==> src/common/afe_bank_consts.vh <==
`ifndef AFE_BANK_CONSTS_VH
`define AFE_BANK_CONSTS_VH

// Register addresses carried in the serial frame
`define ADDR_CONFIG 3'h0
`define ADDR_CHSEL 3'h1
`define ADDR_RED_GAIN 3'h2
`define ADDR_GREEN_GAIN 3'h3
`define ADDR_BLUE_GAIN 3'h4
`define ADDR_RED_OFS 3'h5
`define ADDR_GREEN_OFS 3'h6
`define ADDR_BLUE_OFS 3'h7

// Configuration field positions
`define CFG_RANGE_BIT 7
`define CFG_VREF_BIT 6
`define CFG_COUNT_BIT 5
`define CFG_DS_BIT 4
`define CFG_CLAMP_BIT 3
`define CFG_SLEEP_BIT 2

// Channel select field positions
`define CHS_ORDER_BIT 7
`define CHS_RED_BIT 6
`define CHS_GREEN_BIT 5
`define CHS_BLUE_BIT 4

// Reset values
`define CONFIG_RESET 9'h078
`define CHSEL_RESET 9'h0c0
`define GAIN_RESET 9'h000
`define OFS_RESET 9'h000

// Writable masks: must-be-zero bits are held at zero
`define CONFIG_MASK 9'h0fc
`define CHSEL_MASK 9'h0f0
`define GAIN_MASK 9'h03f
`define OFS_MASK 9'h1ff

// Channel codes on the multiplexer output
`define CH_RED 2'h0
`define CH_GREEN 2'h1
`define CH_BLUE 2'h2

`endif

==> src/afe_reg9.v <==
`timescale 1ns/1ps
`default_nettype none
// One nine-bit register with write mask
module afe_reg9 #(
	parameter [8:0] RESET_VALUE = 9'h000,
	parameter [8:0] WRITE_MASK = 9'h1ff
) (
	// Clock and reset
	input wire clk,
	input wire nrst,
	// Write port
	input wire we,
	input wire [8:0] wdata,
	// Stored value
	output reg [8:0] q
);
	// Masked bits always stay zero
	always @(posedge clk or negedge nrst) begin
		if (!nrst)
			q <= RESET_VALUE;
		else if (we)
			q <= wdata & WRITE_MASK;
	end
endmodule
`default_nettype wire

==> src/afe_channel_sequencer.v <==
`timescale 1ns/1ps
`default_nettype none
`include "afe_bank_consts.vh"
// Picks the colour being converted
module afe_channel_sequencer (
	// Clock and reset
	input wire clk,
	input wire nrst,
	// Controls
	input wire count_three,
	input wire order_rgb,
	input wire sel_red,
	input wire sel_green,
	input wire sel_blue,
	input wire hold,
	// Timing strobes, one-cycle pulses
	input wire sample_pulse,
	input wire conv_pulse,
	// Current channel
	output reg [1:0] channel
);
	reg [1:0] next_channel;
	wire [1:0] first_ch;
	wire [1:0] single_ch;

	// Start of sequence depends on order
	assign first_ch = order_rgb ? `CH_RED : `CH_BLUE;
	// Single pick, red has priority
	assign single_ch = sel_red ? `CH_RED : (sel_green ? `CH_GREEN :
		(sel_blue ? `CH_BLUE : `CH_RED));

	// Next channel selection
	always @* begin
		next_channel = channel;
		if (!count_three) begin
			next_channel = single_ch; // see
		end else if (sample_pulse) begin
			next_channel = first_ch; // see
		end else if (conv_pulse) begin
			case (channel)
				`CH_RED: next_channel = order_rgb ? `CH_GREEN : `CH_RED;
				`CH_GREEN: next_channel = order_rgb ? `CH_BLUE : `CH_RED;
				`CH_BLUE: next_channel = order_rgb ? `CH_BLUE : `CH_GREEN;
				default: next_channel = first_ch;
			endcase
		end
	end

	// Channel register, frozen while asleep
	always @(posedge clk or negedge nrst) begin
		if (!nrst)
			channel <= `CH_RED;
		else if (!hold)
			channel <= next_channel;
	end
endmodule
`default_nettype wire

==> src/afe_control_register_bank.v <==
`timescale 1ns/1ps
`default_nettype none
`include "afe_bank_consts.vh"
// Operation
// Controller writes zero to configuration bits 8, 1 and 0.
// Configuration bit 7 picks 4 V range when one, 2 V when zero.
// Configuration bit 6 enables internal reference; enabled after reset.
// Configuration bit 5 picks three channels when one; default three.
// Configuration bit 4 picks double sampling when one; default on.
// Configuration bit 3 picks 4 V clamp bias (default) or 3 V.
// Configuration bit 2 set puts device to sleep; default normal.
// All register contents are kept while asleep.
// Controller writes zero to channel select bits 8 and 3..0.
// Bit 7 one: red, green, blue; sample strobe restarts at red.
// Bit 7 zero: blue, green, red; sample strobe restarts at blue.
// Single channel: bits 6, 5, 4 pick red, green, blue; default red.
// Three gain registers, one per colour, reset to zero.
// Gain bits 8..6 zero; bits 5..0 straight binary, 64 steps.
// Three nine-bit sign-magnitude offset registers, reset to zero.
// Offset bit 8 is sign, one negative; both zeros mean zero.
// Single channel keeps the multiplexer fixed on one channel.
// Three-bit frame address selects register, configuration 0 to blue offset 7.
module afe_control_register_bank (
	// Clock and reset
	input wire I_CORE_CLK,
	input wire I_NRST,
	// Serial frame write and read port
	input wire I_WR_STB,
	input wire [2:0] I_ADDR,
	input wire [8:0] I_WDATA,
	output reg [8:0] O_RDATA,
	// Timing strobes
	input wire I_DATA_SAMPLE_STROBE,
	input wire I_CONVERTER_CLOCK,
	// Configuration outputs
	output wire O_RANGE_4V,
	output wire O_VREF_ENABLE,
	output wire O_CHANNEL_COUNT_SELECT,
	output wire O_DOUBLE_SAMPLING_MODE,
	output wire O_CLAMP_4V,
	output wire O_SLEEP_REQUEST,
	// Channel path outputs
	output wire [1:0] O_CHANNEL,
	output reg [5:0] O_GAIN_CODE,
	output reg O_OFFSET_NEGATIVE,
	output reg [7:0] O_OFFSET_MAGNITUDE,
	// Raw gain and offset values
	output wire [8:0] O_RED_GAIN,
	output wire [8:0] O_GREEN_GAIN,
	output wire [8:0] O_BLUE_GAIN,
	output wire [8:0] O_RED_OFFSET,
	output wire [8:0] O_GREEN_OFFSET,
	output wire [8:0] O_BLUE_OFFSET
);
	wire [8:0] regs [0:7];
	wire [7:0] we;
	reg conv_prev;
	reg sample_prev;
	wire conv_pulse;
	wire sample_pulse;
	wire [8:0] cfg;
	wire [8:0] chsel;
	wire [8:0] cur_gain;
	wire [8:0] cur_ofs;

	// Address decode of the frame write, one enable per register
	assign we[`ADDR_CONFIG] = I_WR_STB && (I_ADDR == `ADDR_CONFIG);
	assign we[`ADDR_CHSEL] = I_WR_STB && (I_ADDR == `ADDR_CHSEL);
	assign we[`ADDR_RED_GAIN] = I_WR_STB && (I_ADDR == `ADDR_RED_GAIN);
	assign we[`ADDR_GREEN_GAIN] = I_WR_STB && (I_ADDR == `ADDR_GREEN_GAIN);
	assign we[`ADDR_BLUE_GAIN] = I_WR_STB && (I_ADDR == `ADDR_BLUE_GAIN);
	assign we[`ADDR_RED_OFS] = I_WR_STB && (I_ADDR == `ADDR_RED_OFS);
	assign we[`ADDR_GREEN_OFS] = I_WR_STB && (I_ADDR == `ADDR_GREEN_OFS);
	assign we[`ADDR_BLUE_OFS] = I_WR_STB && (I_ADDR == `ADDR_BLUE_OFS);

	// Configuration register, must-be-zero bits masked
	afe_reg9 #(
		.RESET_VALUE(`CONFIG_RESET),
		.WRITE_MASK(`CONFIG_MASK)
	) u_config (
		.clk(I_CORE_CLK),
		.nrst(I_NRST),
		.we(we[`ADDR_CONFIG]),
		.wdata(I_WDATA),
		.q(regs[`ADDR_CONFIG])
	); // see see see see see

	// Channel select register
	afe_reg9 #(
		.RESET_VALUE(`CHSEL_RESET),
		.WRITE_MASK(`CHSEL_MASK)
	) u_chsel (
		.clk(I_CORE_CLK),
		.nrst(I_NRST),
		.we(we[`ADDR_CHSEL]),
		.wdata(I_WDATA),
		.q(regs[`ADDR_CHSEL])
	); // see

	// Red gain register, six-bit code
	afe_reg9 #(
		.RESET_VALUE(`GAIN_RESET),
		.WRITE_MASK(`GAIN_MASK)
	) u_red_gain (
		.clk(I_CORE_CLK),
		.nrst(I_NRST),
		.we(we[`ADDR_RED_GAIN]),
		.wdata(I_WDATA),
		.q(regs[`ADDR_RED_GAIN])
	); // see

	// Green gain register, six-bit code
	afe_reg9 #(
		.RESET_VALUE(`GAIN_RESET),
		.WRITE_MASK(`GAIN_MASK)
	) u_green_gain (
		.clk(I_CORE_CLK),
		.nrst(I_NRST),
		.we(we[`ADDR_GREEN_GAIN]),
		.wdata(I_WDATA),
		.q(regs[`ADDR_GREEN_GAIN])
	); // see

	// Blue gain register, six-bit code
	afe_reg9 #(
		.RESET_VALUE(`GAIN_RESET),
		.WRITE_MASK(`GAIN_MASK)
	) u_blue_gain (
		.clk(I_CORE_CLK),
		.nrst(I_NRST),
		.we(we[`ADDR_BLUE_GAIN]),
		.wdata(I_WDATA),
		.q(regs[`ADDR_BLUE_GAIN])
	); // see

	// Red offset register, full nine bits
	afe_reg9 #(
		.RESET_VALUE(`OFS_RESET),
		.WRITE_MASK(`OFS_MASK)
	) u_red_ofs (
		.clk(I_CORE_CLK),
		.nrst(I_NRST),
		.we(we[`ADDR_RED_OFS]),
		.wdata(I_WDATA),
		.q(regs[`ADDR_RED_OFS])
	);

	// Green offset register, full nine bits
	afe_reg9 #(
		.RESET_VALUE(`OFS_RESET),
		.WRITE_MASK(`OFS_MASK)
	) u_green_ofs (
		.clk(I_CORE_CLK),
		.nrst(I_NRST),
		.we(we[`ADDR_GREEN_OFS]),
		.wdata(I_WDATA),
		.q(regs[`ADDR_GREEN_OFS])
	);

	// Blue offset register, full nine bits
	afe_reg9 #(
		.RESET_VALUE(`OFS_RESET),
		.WRITE_MASK(`OFS_MASK)
	) u_blue_ofs (
		.clk(I_CORE_CLK),
		.nrst(I_NRST),
		.we(we[`ADDR_BLUE_OFS]),
		.wdata(I_WDATA),
		.q(regs[`ADDR_BLUE_OFS])
	);

	assign cfg = regs[`ADDR_CONFIG];
	assign chsel = regs[`ADDR_CHSEL];

	// Configuration fields; sleep leaves all registers untouched
	assign O_RANGE_4V = cfg[`CFG_RANGE_BIT];
	assign O_VREF_ENABLE = cfg[`CFG_VREF_BIT];
	assign O_CHANNEL_COUNT_SELECT = cfg[`CFG_COUNT_BIT];
	assign O_DOUBLE_SAMPLING_MODE = cfg[`CFG_DS_BIT];
	assign O_CLAMP_4V = cfg[`CFG_CLAMP_BIT];
	assign O_SLEEP_REQUEST = cfg[`CFG_SLEEP_BIT]; // see

	// Raw register views
	assign O_RED_GAIN = regs[`ADDR_RED_GAIN];
	assign O_GREEN_GAIN = regs[`ADDR_GREEN_GAIN];
	assign O_BLUE_GAIN = regs[`ADDR_BLUE_GAIN];
	assign O_RED_OFFSET = regs[`ADDR_RED_OFS];
	assign O_GREEN_OFFSET = regs[`ADDR_GREEN_OFS];
	assign O_BLUE_OFFSET = regs[`ADDR_BLUE_OFS];

	// Falling-edge detect on the strobes
	always @(posedge I_CORE_CLK or negedge I_NRST) begin
		if (!I_NRST) begin
			conv_prev <= 1'b0;
			sample_prev <= 1'b0;
		end else begin
			conv_prev <= I_CONVERTER_CLOCK;
			sample_prev <= I_DATA_SAMPLE_STROBE;
		end
	end
	assign conv_pulse = conv_prev && !I_CONVERTER_CLOCK;
	assign sample_pulse = sample_prev && !I_DATA_SAMPLE_STROBE;

	// Multiplexer sequencing
	afe_channel_sequencer u_seq (
		.clk(I_CORE_CLK),
		.nrst(I_NRST),
		.count_three(cfg[`CFG_COUNT_BIT]),
		.order_rgb(chsel[`CHS_ORDER_BIT]),
		.sel_red(chsel[`CHS_RED_BIT]),
		.sel_green(chsel[`CHS_GREEN_BIT]),
		.sel_blue(chsel[`CHS_BLUE_BIT]),
		.hold(cfg[`CFG_SLEEP_BIT]),
		.sample_pulse(sample_pulse),
		.conv_pulse(conv_pulse),
		.channel(O_CHANNEL)
	); // see see

	// Gain and offset for the selected colour
	assign cur_gain = regs[{1'b0, O_CHANNEL} + `ADDR_RED_GAIN];
	assign cur_ofs = regs[{1'b0, O_CHANNEL} + `ADDR_RED_OFS];

	// Registered path values; sign and magnitude split
	always @(posedge I_CORE_CLK or negedge I_NRST) begin
		if (!I_NRST) begin
			O_GAIN_CODE <= 6'h00;
			O_OFFSET_NEGATIVE <= 1'b0;
			O_OFFSET_MAGNITUDE <= 8'h00;
		end else begin
			O_GAIN_CODE <= cur_gain[5:0];
			// Negative zero treated as zero offset
			O_OFFSET_NEGATIVE <= cur_ofs[8] && (cur_ofs[7:0] != 8'h00);
			O_OFFSET_MAGNITUDE <= cur_ofs[7:0];
		end
	end

	// Readback of addressed register
	always @(posedge I_CORE_CLK or negedge I_NRST) begin
		if (!I_NRST)
			O_RDATA <= 9'h000;
		else
			O_RDATA <= regs[I_ADDR];
	end
endmodule
`default_nettype wire

==> config.mk <==
export PLATFORM = sky130hd
export DESIGN_NAME = afe_control_register_bank
export DESIGN_NICKNAME = d
export VERILOG_FILES = /design/src/afe_reg9.v /design/src/afe_channel_sequencer.v /design/src/afe_control_register_bank.v
export VERILOG_INCLUDE_DIRS = /design/src /design/src/common
export SDC_FILE = /design/constraint.sdc
export NUM_CORES = 1
export LEC_CHECK = 0
export BUFFER_PORTS_ARGS = -buffer_cell sky130_fd_sc_hd__buf_2
export CORE_MARGIN = 2
export CORE_UTILIZATION = 40
export DETAILED_ROUTE_END_ITERATION = 16
export GPL_TIMING_DRIVEN = 0
export PLACE_DENSITY = 0.67
export SYNTH_ARGS = -nofsm -noshare
export SYNTH_HDL_FRONTEND = slang
export SYNTH_SLANG_ARGS = --single-unit
==> constraint.sdc <==
create_clock -name I_CORE_CLK -period 4.05 [get_ports I_CORE_CLK]
set_input_delay 0.2025 -clock I_CORE_CLK [delete_from_list [all_inputs] [get_ports I_CORE_CLK]]
set_output_delay 0.2025 -clock I_CORE_CLK [all_outputs]
set_load 0.01 [all_outputs]
==> flow_summary.yaml, run 1 <==
critical_path:
  r2r_setup_slack_ps: 250
  cp-start-kind: "flop"
  path_buf_inv: 5
  critPathSlowestCell: "or4_1"
  reg2reg_to: "O_OFFSET_NEGATIVE$_DFF_PN0_"
  max_stage_delay_ps: 570
  rr_startpoint: "u_seq.channel[0]$_DFFE_PN0P_"
  endpoint_kind: "flop"
  critPathArrivalTime_ps: 4050
  crit_top_cell: "buf_2"
  crit_chain: "buf_6 -> buf_2 -> buf_2 -> inv_1 -> ha_1 -> clkbuf_1 -> mux4_2 -> or4_1 -> o41a_1"
  crit_type: "reg -> reg"
  cp.required_ps: 4300
  cp_top_family: "buffers and inverters"
  r2r_cells: 9
  crit_path_max_fanout: 10
place:
  gp_congestion: 0.777
  place_inst: 527
  hpwl_mm: 7.53
  port-buffer-count: 91
timing:
  fin_skew_ps: 16.9
  tightest_slew_ps: 1220
  drv_slew: 0
  max_slew_margin_pct: 18.2
  tns_ps: 0
  hold_viol_final: 0
  grt_setup_unrepaired: "false"
  max_freq_mhz: 263
  setup_viol: 0
  fin_crit_ps: 3800
  whs_ps: 103
  fin_crit_sh_pct: 93.9
grt:
  grt.overflow.total: 0
  grt_max_degree: 44
  grt_pass1_vias: 2883
  grt_usage_pct: 20.1
  grt_pass1_wl_mm: 16.6
  antenna_found_initial: 0
cts:
  clkTransAtPathRegs_ps: 80
  ctsRootBufferMaster: "clkbuf_8"
  insertion_delay_ps: 380
  cts_sinks: 83
  clockBufferDepth: 2
  cts_max_level: 3
  cts_tree: "built"
  cts-buffers-inserted: 9
  cts_resized: 0
floorplanning:
  top_level_ports: 103
  rows: 37
  die_w_um: 105
  die_h_um: 105
  floorplan.initialDensity_pct: 40.6
  die-area_um2: 11100
  core_area_um2: 10100
power_and_ir_drop:
  powerDensity_nw_per_um2: 650
  p_leak_nw: 2.29
  ir_drop_mv: 0.259
finish:
  drive_gt1_share_pct: 52.4
  area.growth.synth_to_final_pct: 22.1
  final_cells: 546
  final_common_cell: "buf_2"
  layout_common_cells: "93 x buf_2, 77 x dfrtp_1, 67 x mux2_2, 19 x mux4_2, 14 x mux2i_1"
  finish.net_count: 427
  diodes: 0
hold_path:
  holdPathEnd: "u_red_ofs.q[8]$_DFFE_PN0P_"
  hp-class: "in -> reg"
  worstHoldStart: "I_WDATA[8]"
  hold_depth: 2
synthesis:
  synth_edf_count: 0
  yosys_warnings: 0
  ys_seq_area_share_pct: 50.7
  async_flop_share_pct: 100
  ys_types: 38
  ys.flop_type: "dfrtp_1"
  synth_top_area_cell: "dfrtp_1"
  synth_top_cell_area_share_pct: 46.9
  ys_ff_latch: 83
  synthesis.area_um2: 4110
  avgSynthCellArea_um2: 14.1
  syn_inst: 291
  synth.area.top_cells: "dfrtp_1 47%, mux2_2 18%, mux4_2 10%, dfstp_2 3.8%, mux2i_1 3.4%"
routing:
  wirelength_mm: 10.8
  firstDrtPassIters: 4
  drtIter0Drc: 127
  vias: 2918
  drtAntennaViolNets: 0
  drc: 0
  vias_per_cell: 5.34
  wl_per_cell_um: 19.7
flow_run:
  drv_cap: 0
status:
  outcome: "finished, final reports clean"
logic make-up after synthesis:
logic type	share of synthesized area (%)
buffers and inverters	3.83
adder cells (fa/ha/maj)	1.52
flip-flops	50.7
multiplexers	34.1
AND/OR/NAND/NOR	5.17
other	0.0912
AO/OA/AOI/OAI	4.60
Yosys cell counts, types with 2 or more instances:
master    instances
a21oi_1           9
a31oi_1           2
and2_1            2
buf_1             2
buf_2             3
buf_4             9
clkbuf_1         10
dfrtp_1          77
dfstp_2           6
ha_1              5
inv_1             5
mux2_2           67
mux2i_1          14
mux4_1            3
mux4_2           19
nand2_1           9
nand2b_1          4
nand3_1           3
nand4b_1          3
nor2_1            6
nor3_1            4
nor3b_1           2
o21ai_0          10
o22ai_1           2
o31ai_1           2
through the flow:
stage	total power, W	utilization (%)	worst slack, ps	area, µm²
floorplan	0.00214	-	975	4140
global placement	0.00264	47.0	289	4770
detailed placement	0.00266	47.2	308	4790
CTS	0.00328	49.5	278	5020
global route	0.00344	49.5	118	5020
finish	0.00326	49.5	245	5020
worst register-to-register path, stage by stage, from the launching register on:
cell,delay [ps]
dfrtp_1,450
buf_6,220
buf_2,340
buf_2,420
inv_1,130
ha_1,290
clkbuf_1,460
mux4_2,420
or4_1,570
o41a_1,380
layer usage:
layer | vias to the layer above | track usage (%) | routed length, µm
met1 | 1498 | 28.2 | 4800
li1 | 1295 | - | -
met4 | 0 | 7.14 | 238
met3 | 18 | 4.70 | 597
met5 | - | 0 | 0
met2 | 107 | 30.7 | 5120
worst max-delay path by stage:
stage / from / endpoint / depth (start not counted)
2_1_floorplan: u_seq.channel[0]$_DFFE_PN0P_ / O_OFFSET_NEGATIVE$_DFF_PN0_ / 9
3_3_place_gp: u_seq.channel[0]$_DFFE_PN0P_ / O_OFFSET_NEGATIVE$_DFF_PN0_ / 9
3_5_place_dp: u_seq.channel[0]$_DFFE_PN0P_ / O_OFFSET_NEGATIVE$_DFF_PN0_ / 9
4_1_cts: u_seq.channel[0]$_DFFE_PN0P_ / O_OFFSET_NEGATIVE$_DFF_PN0_ / 9
5_1_grt: u_seq.channel[0]$_DFFE_PN0P_ / O_OFFSET_NEGATIVE$_DFF_PN0_ / 9
6_report: u_seq.channel[0]$_DFFE_PN0P_ / O_OFFSET_NEGATIVE$_DFF_PN0_ / 9
where the power goes:
part	switching [W]	internal, W	total [W]	leakage, nW
Clock	0.000320	0.000288	0.000607	0.0923
Sequential	0.000192	0.00107	0.00126	0.994
Combinational	0.000706	0.000689	0.00139	1.20
layout make-up:
type	instances	area [µm²]
Tap cell	136	170
Timing Repair Buffer	95	508
Buffer	25	139
Clock inverter	7	75.1
Sequential cell	83	2080
Fill cell	910	5120
Clock buffer	9	124
Multi-Input combinational cell	186	1900
Inverter	5	18.8
sequential cells by signal (all words and copies together), names as in the netlist, 8 cells and up:
| register | count |
|---|---|
| O_RDATA | 9 |
| O_OFFSET_MAGNITUDE | 8 |
| u_blue_ofs.q | 9 |
| u_green_ofs.q | 9 |
| u_red_ofs.q | 9 |
what timing repair did:
| action | 4_1_cts | 5_1_grt |
|---|---|---|
| hold buffers | 3 | 0 |
| buffers inserted | 0 | 0 |
| hold endpoints to repair | 40 | 0 |
| endpoints found under the setup margin | 0 | 0 |
No activity file was read; power rests on OpenSTA's default activity.
==> inputs of run 2 (changes only) <==
Settings changed: PLACE_DENSITY 0.67 to 0.66, SYNTH_HIERARCHICAL set to 1.
==> flow_summary.yaml, run 2 <==
synthesis:
  yosys-top-cells-count: "77 x dfrtp_1, 51 x mux2_4, 35 x mux4_2"
  muxShareOfSynthArea_pct: 42.9
  synth_top_family_by_area: "multiplexers"
  async_flop_share_pct: 100
  ys.flop_type: "dfrtp_1"
  synth_compound_area_share_pct: 1.26
  ys_ff_latch: 83
  ys_types: 36
  synth.most_common_cell: "dfrtp_1"
  synth_edf_count: 0
  synth_top_area_cell: "dfrtp_1"
  synth.area.top_cells: "dfrtp_1 41%, mux4_2 17%, mux2_4 16%, mux2_2 4.1%, mux2i_1 3.7%"
  synth_top_cell_area_share_pct: 41.4
  synth_simple_gate_area_share_pct: 3.34
  synth_adder_area_share_pct: 0.269
  syn_inst: 288
  synthXorXnorAreaFrac_pct: 0.188
  avgSynthCellArea_um2: 16.1
  synthesis.area_um2: 4650
  ys_seq_area_share_pct: 44.8
  yosys_warnings: 6
finish:
  regArea_um2: 2080
  drive_gt1_share_pct: 61.6
  n_fill_cell: 1013
  multiInputGateArea_um2: 2290
  finish.net_count: 424
  area.growth.synth_to_final_pct: 21.9
  diodes: 0
  final_common_cell: "buf_2"
  layout_common_cells: "94 x buf_2, 77 x dfrtp_1, 51 x mux2_4, 35 x mux4_2, 18 x buf_4"
hold_path:
  hp-class: "in -> reg"
power_and_ir_drop:
  ir_drop_mv: 0.255
  seqPwrFrac_pct: 37.4
  p_leak_nw: 2.59
  power.total_w: 0.00349
  switching_share_pct: 33.8
  internal_power_w: 0.00231
  share_comb_of_total_power_pct: 40.7
  powerDensity_nw_per_um2: 616
  clkPwrFrac_pct: 21.9
  p_switching_w: 0.00118
critical_path:
  cp.required_ps: 4250
  cp_top_family: "flip-flops"
  endpoint_kind: "flop"
  critPathArrivalTime_ps: 2740
  cp-start-kind: "flop"
  critPathSlowestCell: "dfrtp_1"
  max_stage_delay_ps: 770
  crit_path_max_fanout: 12
  crit_chain: "ha_1 -> buf_2 -> mux4_1 -> mux2_2 -> nor2_1 -> a31oi_1"
  crit_type: "reg -> reg"
  path_buf_inv: 1
timing:
  tightest_slew_ps: 776
  hold_viol_final: 0
  drv_slew: 0
  grt_setup_unrepaired: "false"
  setup_viol: 0
  max_freq_mhz: 394
  tns_ps: 0
  fin_crit_sh_pct: 62.6
  max_slew_margin_pct: 48.3
  fin_crit_ps: 2540
  fin_skew_ps: 6.93
routing:
  vias: 2951
  drtIter0Drc: 150
  wirelength_mm: 11.7
  drtAntennaViolNets: 0
  wl_per_cell_um: 21.1
  drc: 0
  vias_per_cell: 5.33
  firstDrtPassIters: 4
grt:
  grt_pass1_wl_mm: 18.2
  grt.overflow.total: 0
  grt_pass1_vias: 3005
  antenna_found_initial: 0
  grt_usage_pct: 19.3
  grt_max_degree: 62
cts:
  cts_tree: "built"
  clockBufferDepth: 2
  ctsRootBufferMaster: "clkbuf_16"
  insertion_delay_ps: 340
  cts_sinks: 83
  cts_max_level: 3
  cts-buffers-inserted: 9
  clkTransAtPathRegs_ps: 60
floorplanning:
  die_w_um: 112
  die-area_um2: 12500
  rows: 39
  die_h_um: 112
  core_area_um2: 11400
  top_level_ports: 103
  floorplan.initialDensity_pct: 40.9
status:
  outcome: "finished, final reports clean"
place:
  hpwl_mm: 8.16
  gp_congestion: 0.781
  port-buffer-count: 91
flow_run:
  drv_cap: 0
[run 2: timing repair]
item / CTS / global route
setup buffers: 0 / 0
gates resized for setup: 0 / 0
endpoints found under the hold margin: 23 / 0
setup endpoints to repair: 0 / 0
hold buffers: 3 / 0
[run 2: cell type report]
cell class | count | share of cell area, %
multi-input combinational | 176 | 40.4
sequential | 83 | 36.8
timing repair buffer | 95 | 9.09
buffer | 36 | 5.27
clock buffer | 10 | 4.21
tap | 143 | 3.16
clock inverter | 6 | 0.728
inverter | 5 | 0.331
[run 2: through the flow]
| stage | hold WS (ps) | setup WS (ps) | instances | instance area (µm²) | util, % |
|---|---|---|---|---|---|
| 2_1_floorplan | -93.1 | 2020 | 300 | 4700 | - |
| 3_3_place_gp | 328 | 1610 | 534 | 5330 | 46.9 |
| 3_5_place_dp | 130 | 1550 | 535 | 5360 | 47.1 |
| 4_1_cts | 122 | 1540 | 554 | 5670 | 49.9 |
| 5_1_grt | 128 | 1440 | 554 | 5670 | 49.9 |
| 6_report | 135 | 1510 | 554 | 5670 | 49.9 |
[run 2: worst paths after layout]
| kind | from | to | slack [ps] | cells past startpoint |
|---|---|---|---|---|
| max in group asynchronous | I_NRST | u_config/q[3]$_DFFE_PN1P_ | 3110 | 3 |
| worst max-delay path | u_seq/channel[1]$_DFFE_PN0P_ | O_OFFSET_NEGATIVE$_DFF_PN0_ | 1510 | 6 |
| worst min register to register | u_green_ofs/q[1]$_DFFE_PN0P_ | u_green_ofs/q[1]$_DFFE_PN0P_ | 560 | 1 |
| worst max register to register | u_seq/channel[1]$_DFFE_PN0P_ | O_OFFSET_NEGATIVE$_DFF_PN0_ | 1510 | 6 |
| worst min-delay path | I_WDATA[8] | u_green_ofs/q[8]$_DFFE_PN0P_ | 140 | 2 |
| min in group asynchronous | I_NRST | u_blue_ofs/q[6]$_DFFE_PN0P_ | 310 | 2 |
[run 2: routing by layer]
layer	part of all wire, %	track usage (%)
met5	0	0
met1	45	27.7
met4	0.62	4.20
met3	5.2	3.92
met2	49	30.5
[run 2: kinds of logic after synthesis]
kind of cell	count (synthesis)
buf+inv	41
flops	83
simple gates	26
compound gates	8
mux	123
xor+xnor	1
fa+ha+maj	1
other cells	5
[run 2: power groups by stage]
stage / Clock (W) / Combinational (W) / Sequential, W
floorplan: 0 / 0.000887 / 0.00136
global placement: 0 / 0.00140 / 0.00131
detailed placement: 0 / 0.00142 / 0.00132
CTS: 0.000784 / 0.00143 / 0.00131
global route: 0.000828 / 0.00153 / 0.00134
finish: 0.000766 / 0.00142 / 0.00130
[run 2: worst reg2reg max path, cell delays in order (launching register included)]
cell and delay (ps):
dfrtp_1 770, ha_1 390, buf_2 350, mux4_1 340
mux2_2 280, nor2_1 160, a31oi_1 110
==> inputs of run 3 (changes only) <==
Clock period 4.05 ns to 2.4 ns, I/O delays scaled along.
==> flow_summary.yaml, run 3 (synthesized netlist as in run 2, its figures left out) <==
critical_path:
  endpoint_kind: "flop"
  crit_path_max_fanout: 12
  cp-start-kind: "flop"
  cp_top_family: "multiplexers"
  critPathSlowestCell: "dfrtp_2"
  crit_chain: "ha_1 -> buf_2 -> mux4_1 -> mux2_2 -> nor2_1 -> a31oi_1"
  path_buf_inv: 1
  max_stage_delay_ps: 600
  cp.required_ps: 2600
  critPathArrivalTime_ps: 2510
  crit_type: "reg -> reg"
cts:
  insertion_delay_ps: 340
  clockBufferDepth: 2
  clkTransAtPathRegs_ps: 60
  cts-buffers-inserted: 9
  cts_tree: "built"
  ctsRootBufferMaster: "clkbuf_16"
  cts_sinks: 83
  cts_max_level: 3
flow_run:
  drv_cap: 0
finish:
  regArea_um2: 2090
  n_fill_cell: 1012
  layout_common_cells: "94 x buf_2, 76 x dfrtp_1, 51 x mux2_4, 35 x mux4_2, 18 x buf_4"
  area.growth.synth_to_final_pct: 22.0
  drive_gt1_share_pct: 61.8
  diodes: 0
  finish.net_count: 424
  multiInputGateArea_um2: 2290
  final_common_cell: "buf_2"
  final_cells: 554
place:
  port-buffer-count: 91
  place_ws_ps: -96.7
  gp_congestion: 0.781
  place_inst: 535
  hpwl_mm: 8.16
timing:
  fin_skew_ps: 6.93
  tns_ps: 0
  max_freq_mhz: 433
  setup_viol: 0
  drv_slew: 0
  fin_crit_ps: 2310
  fin_crit_sh_pct: 96.1
  hold_viol_final: 0
  tightest_slew_ps: 776
  max_slew_margin_pct: 48.3
  grt_setup_unrepaired: "false"
  worst_slack_ps: 92.9
power_and_ir_drop:
  powerDensity_nw_per_um2: 1040
  power.total_w: 0.00590
  ir_drop_mv: 0.430
  p_leak_nw: 2.59
floorplanning:
  top_level_ports: 103
  core_area_um2: 11400
  floorplan.initialDensity_pct: 40.9
  die_w_um: 112
  die_h_um: 112
  rows: 39
  die-area_um2: 12500
grt:
  grt.overflow.total: 0
  grt_pass1_vias: 3005
  grt_usage_pct: 19.3
  antenna_found_initial: 0
  grt_pass1_wl_mm: 18.2
  grt_max_degree: 62
routing:
  drc: 0
  vias_per_cell: 5.33
  drtIter0Drc: 150
  vias: 2951
  wirelength_mm: 11.7
  wl_per_cell_um: 21.1
  drtAntennaViolNets: 0
  firstDrtPassIters: 4
hold_path:
  hp-class: "in -> reg"
status:
  outcome: "finished, final reports clean"
[run 3: cell count changes in the layout (fill, tap and decap cells not counted)]
cell     previous run  this run
dfrtp_1            77        76
dfrtp_2             0         1
[run 3: what timing repair did]
action	in CTS	in global routing
setup buffers	0	0
setup endpoints to repair	1	0
endpoints found under the hold margin	24	0
hold buffers	3	0
gates resized for setup	1	0
[run 3: final cells by class]
| class | instances | share of cell area, % |
|---|---|---|
| multi-input cells | 176 | 40.4 |
| flip-flops and latches | 83 | 36.8 |
| repair buffers | 95 | 9.09 |
| plain buffers | 36 | 5.27 |
| clock buffers | 10 | 4.21 |
| well taps | 143 | 3.15 |
| clock inverters | 6 | 0.728 |
| inverters | 5 | 0.331 |
[run 3: stage by stage]
stage | hold WS, ps | utilization, % | cell area (µm²)
3_3_place_gp | 246 | 46.9 | 5330
2_1_floorplan | -176 | - | 4700
3_5_place_dp | 47.4 | 47.1 | 5360
6_report | 52.5 | 49.9 | 5670
5_1_grt | 45.9 | 49.9 | 5670
4_1_cts | 39.9 | 49.9 | 5670
[run 3: path summary, 6_finish.rpt]
kind | startpoint | endpoint | slack, ps | cells after the start
min in group asynchronous | I_NRST | u_blue_ofs/q[6]$_DFFE_PN0P_ | 220 | 2
hold reg to reg | u_green_ofs/q[1]$_DFFE_PN0P_ | u_green_ofs/q[1]$_DFFE_PN0P_ | 560 | 1
setup reg to reg | u_seq/channel[1]$_DFFE_PN0P_ | O_OFFSET_NEGATIVE$_DFF_PN0_ | 90 | 6
hold / removal | I_WDATA[8] | u_green_ofs/q[8]$_DFFE_PN0P_ | 50 | 2
max in group asynchronous | I_NRST | u_config/q[3]$_DFFE_PN1P_ | 1540 | 3
setup / recovery | u_seq/channel[1]$_DFFE_PN0P_ | O_OFFSET_NEGATIVE$_DFF_PN0_ | 90 | 6
[run 3: where the power goes]
part	switching (W)	total [W]	internal (W)
clock network	0.000566	0.00129	0.000727
logic	0.00103	0.00240	0.00137
registers	0.000392	0.00220	0.00181
total	0.00199	0.00590	0.00391
[run 3: metal layers]
layer | up-vias | track usage, % | wire (µm)
li1 | 1290 | - | -
met3 | 6 | 3.92 | 606
met2 | 97 | 30.5 | 5750
met5 | - | 0 | 0
met1 | 1558 | 27.7 | 5260
met4 | 0 | 4.20 | 73
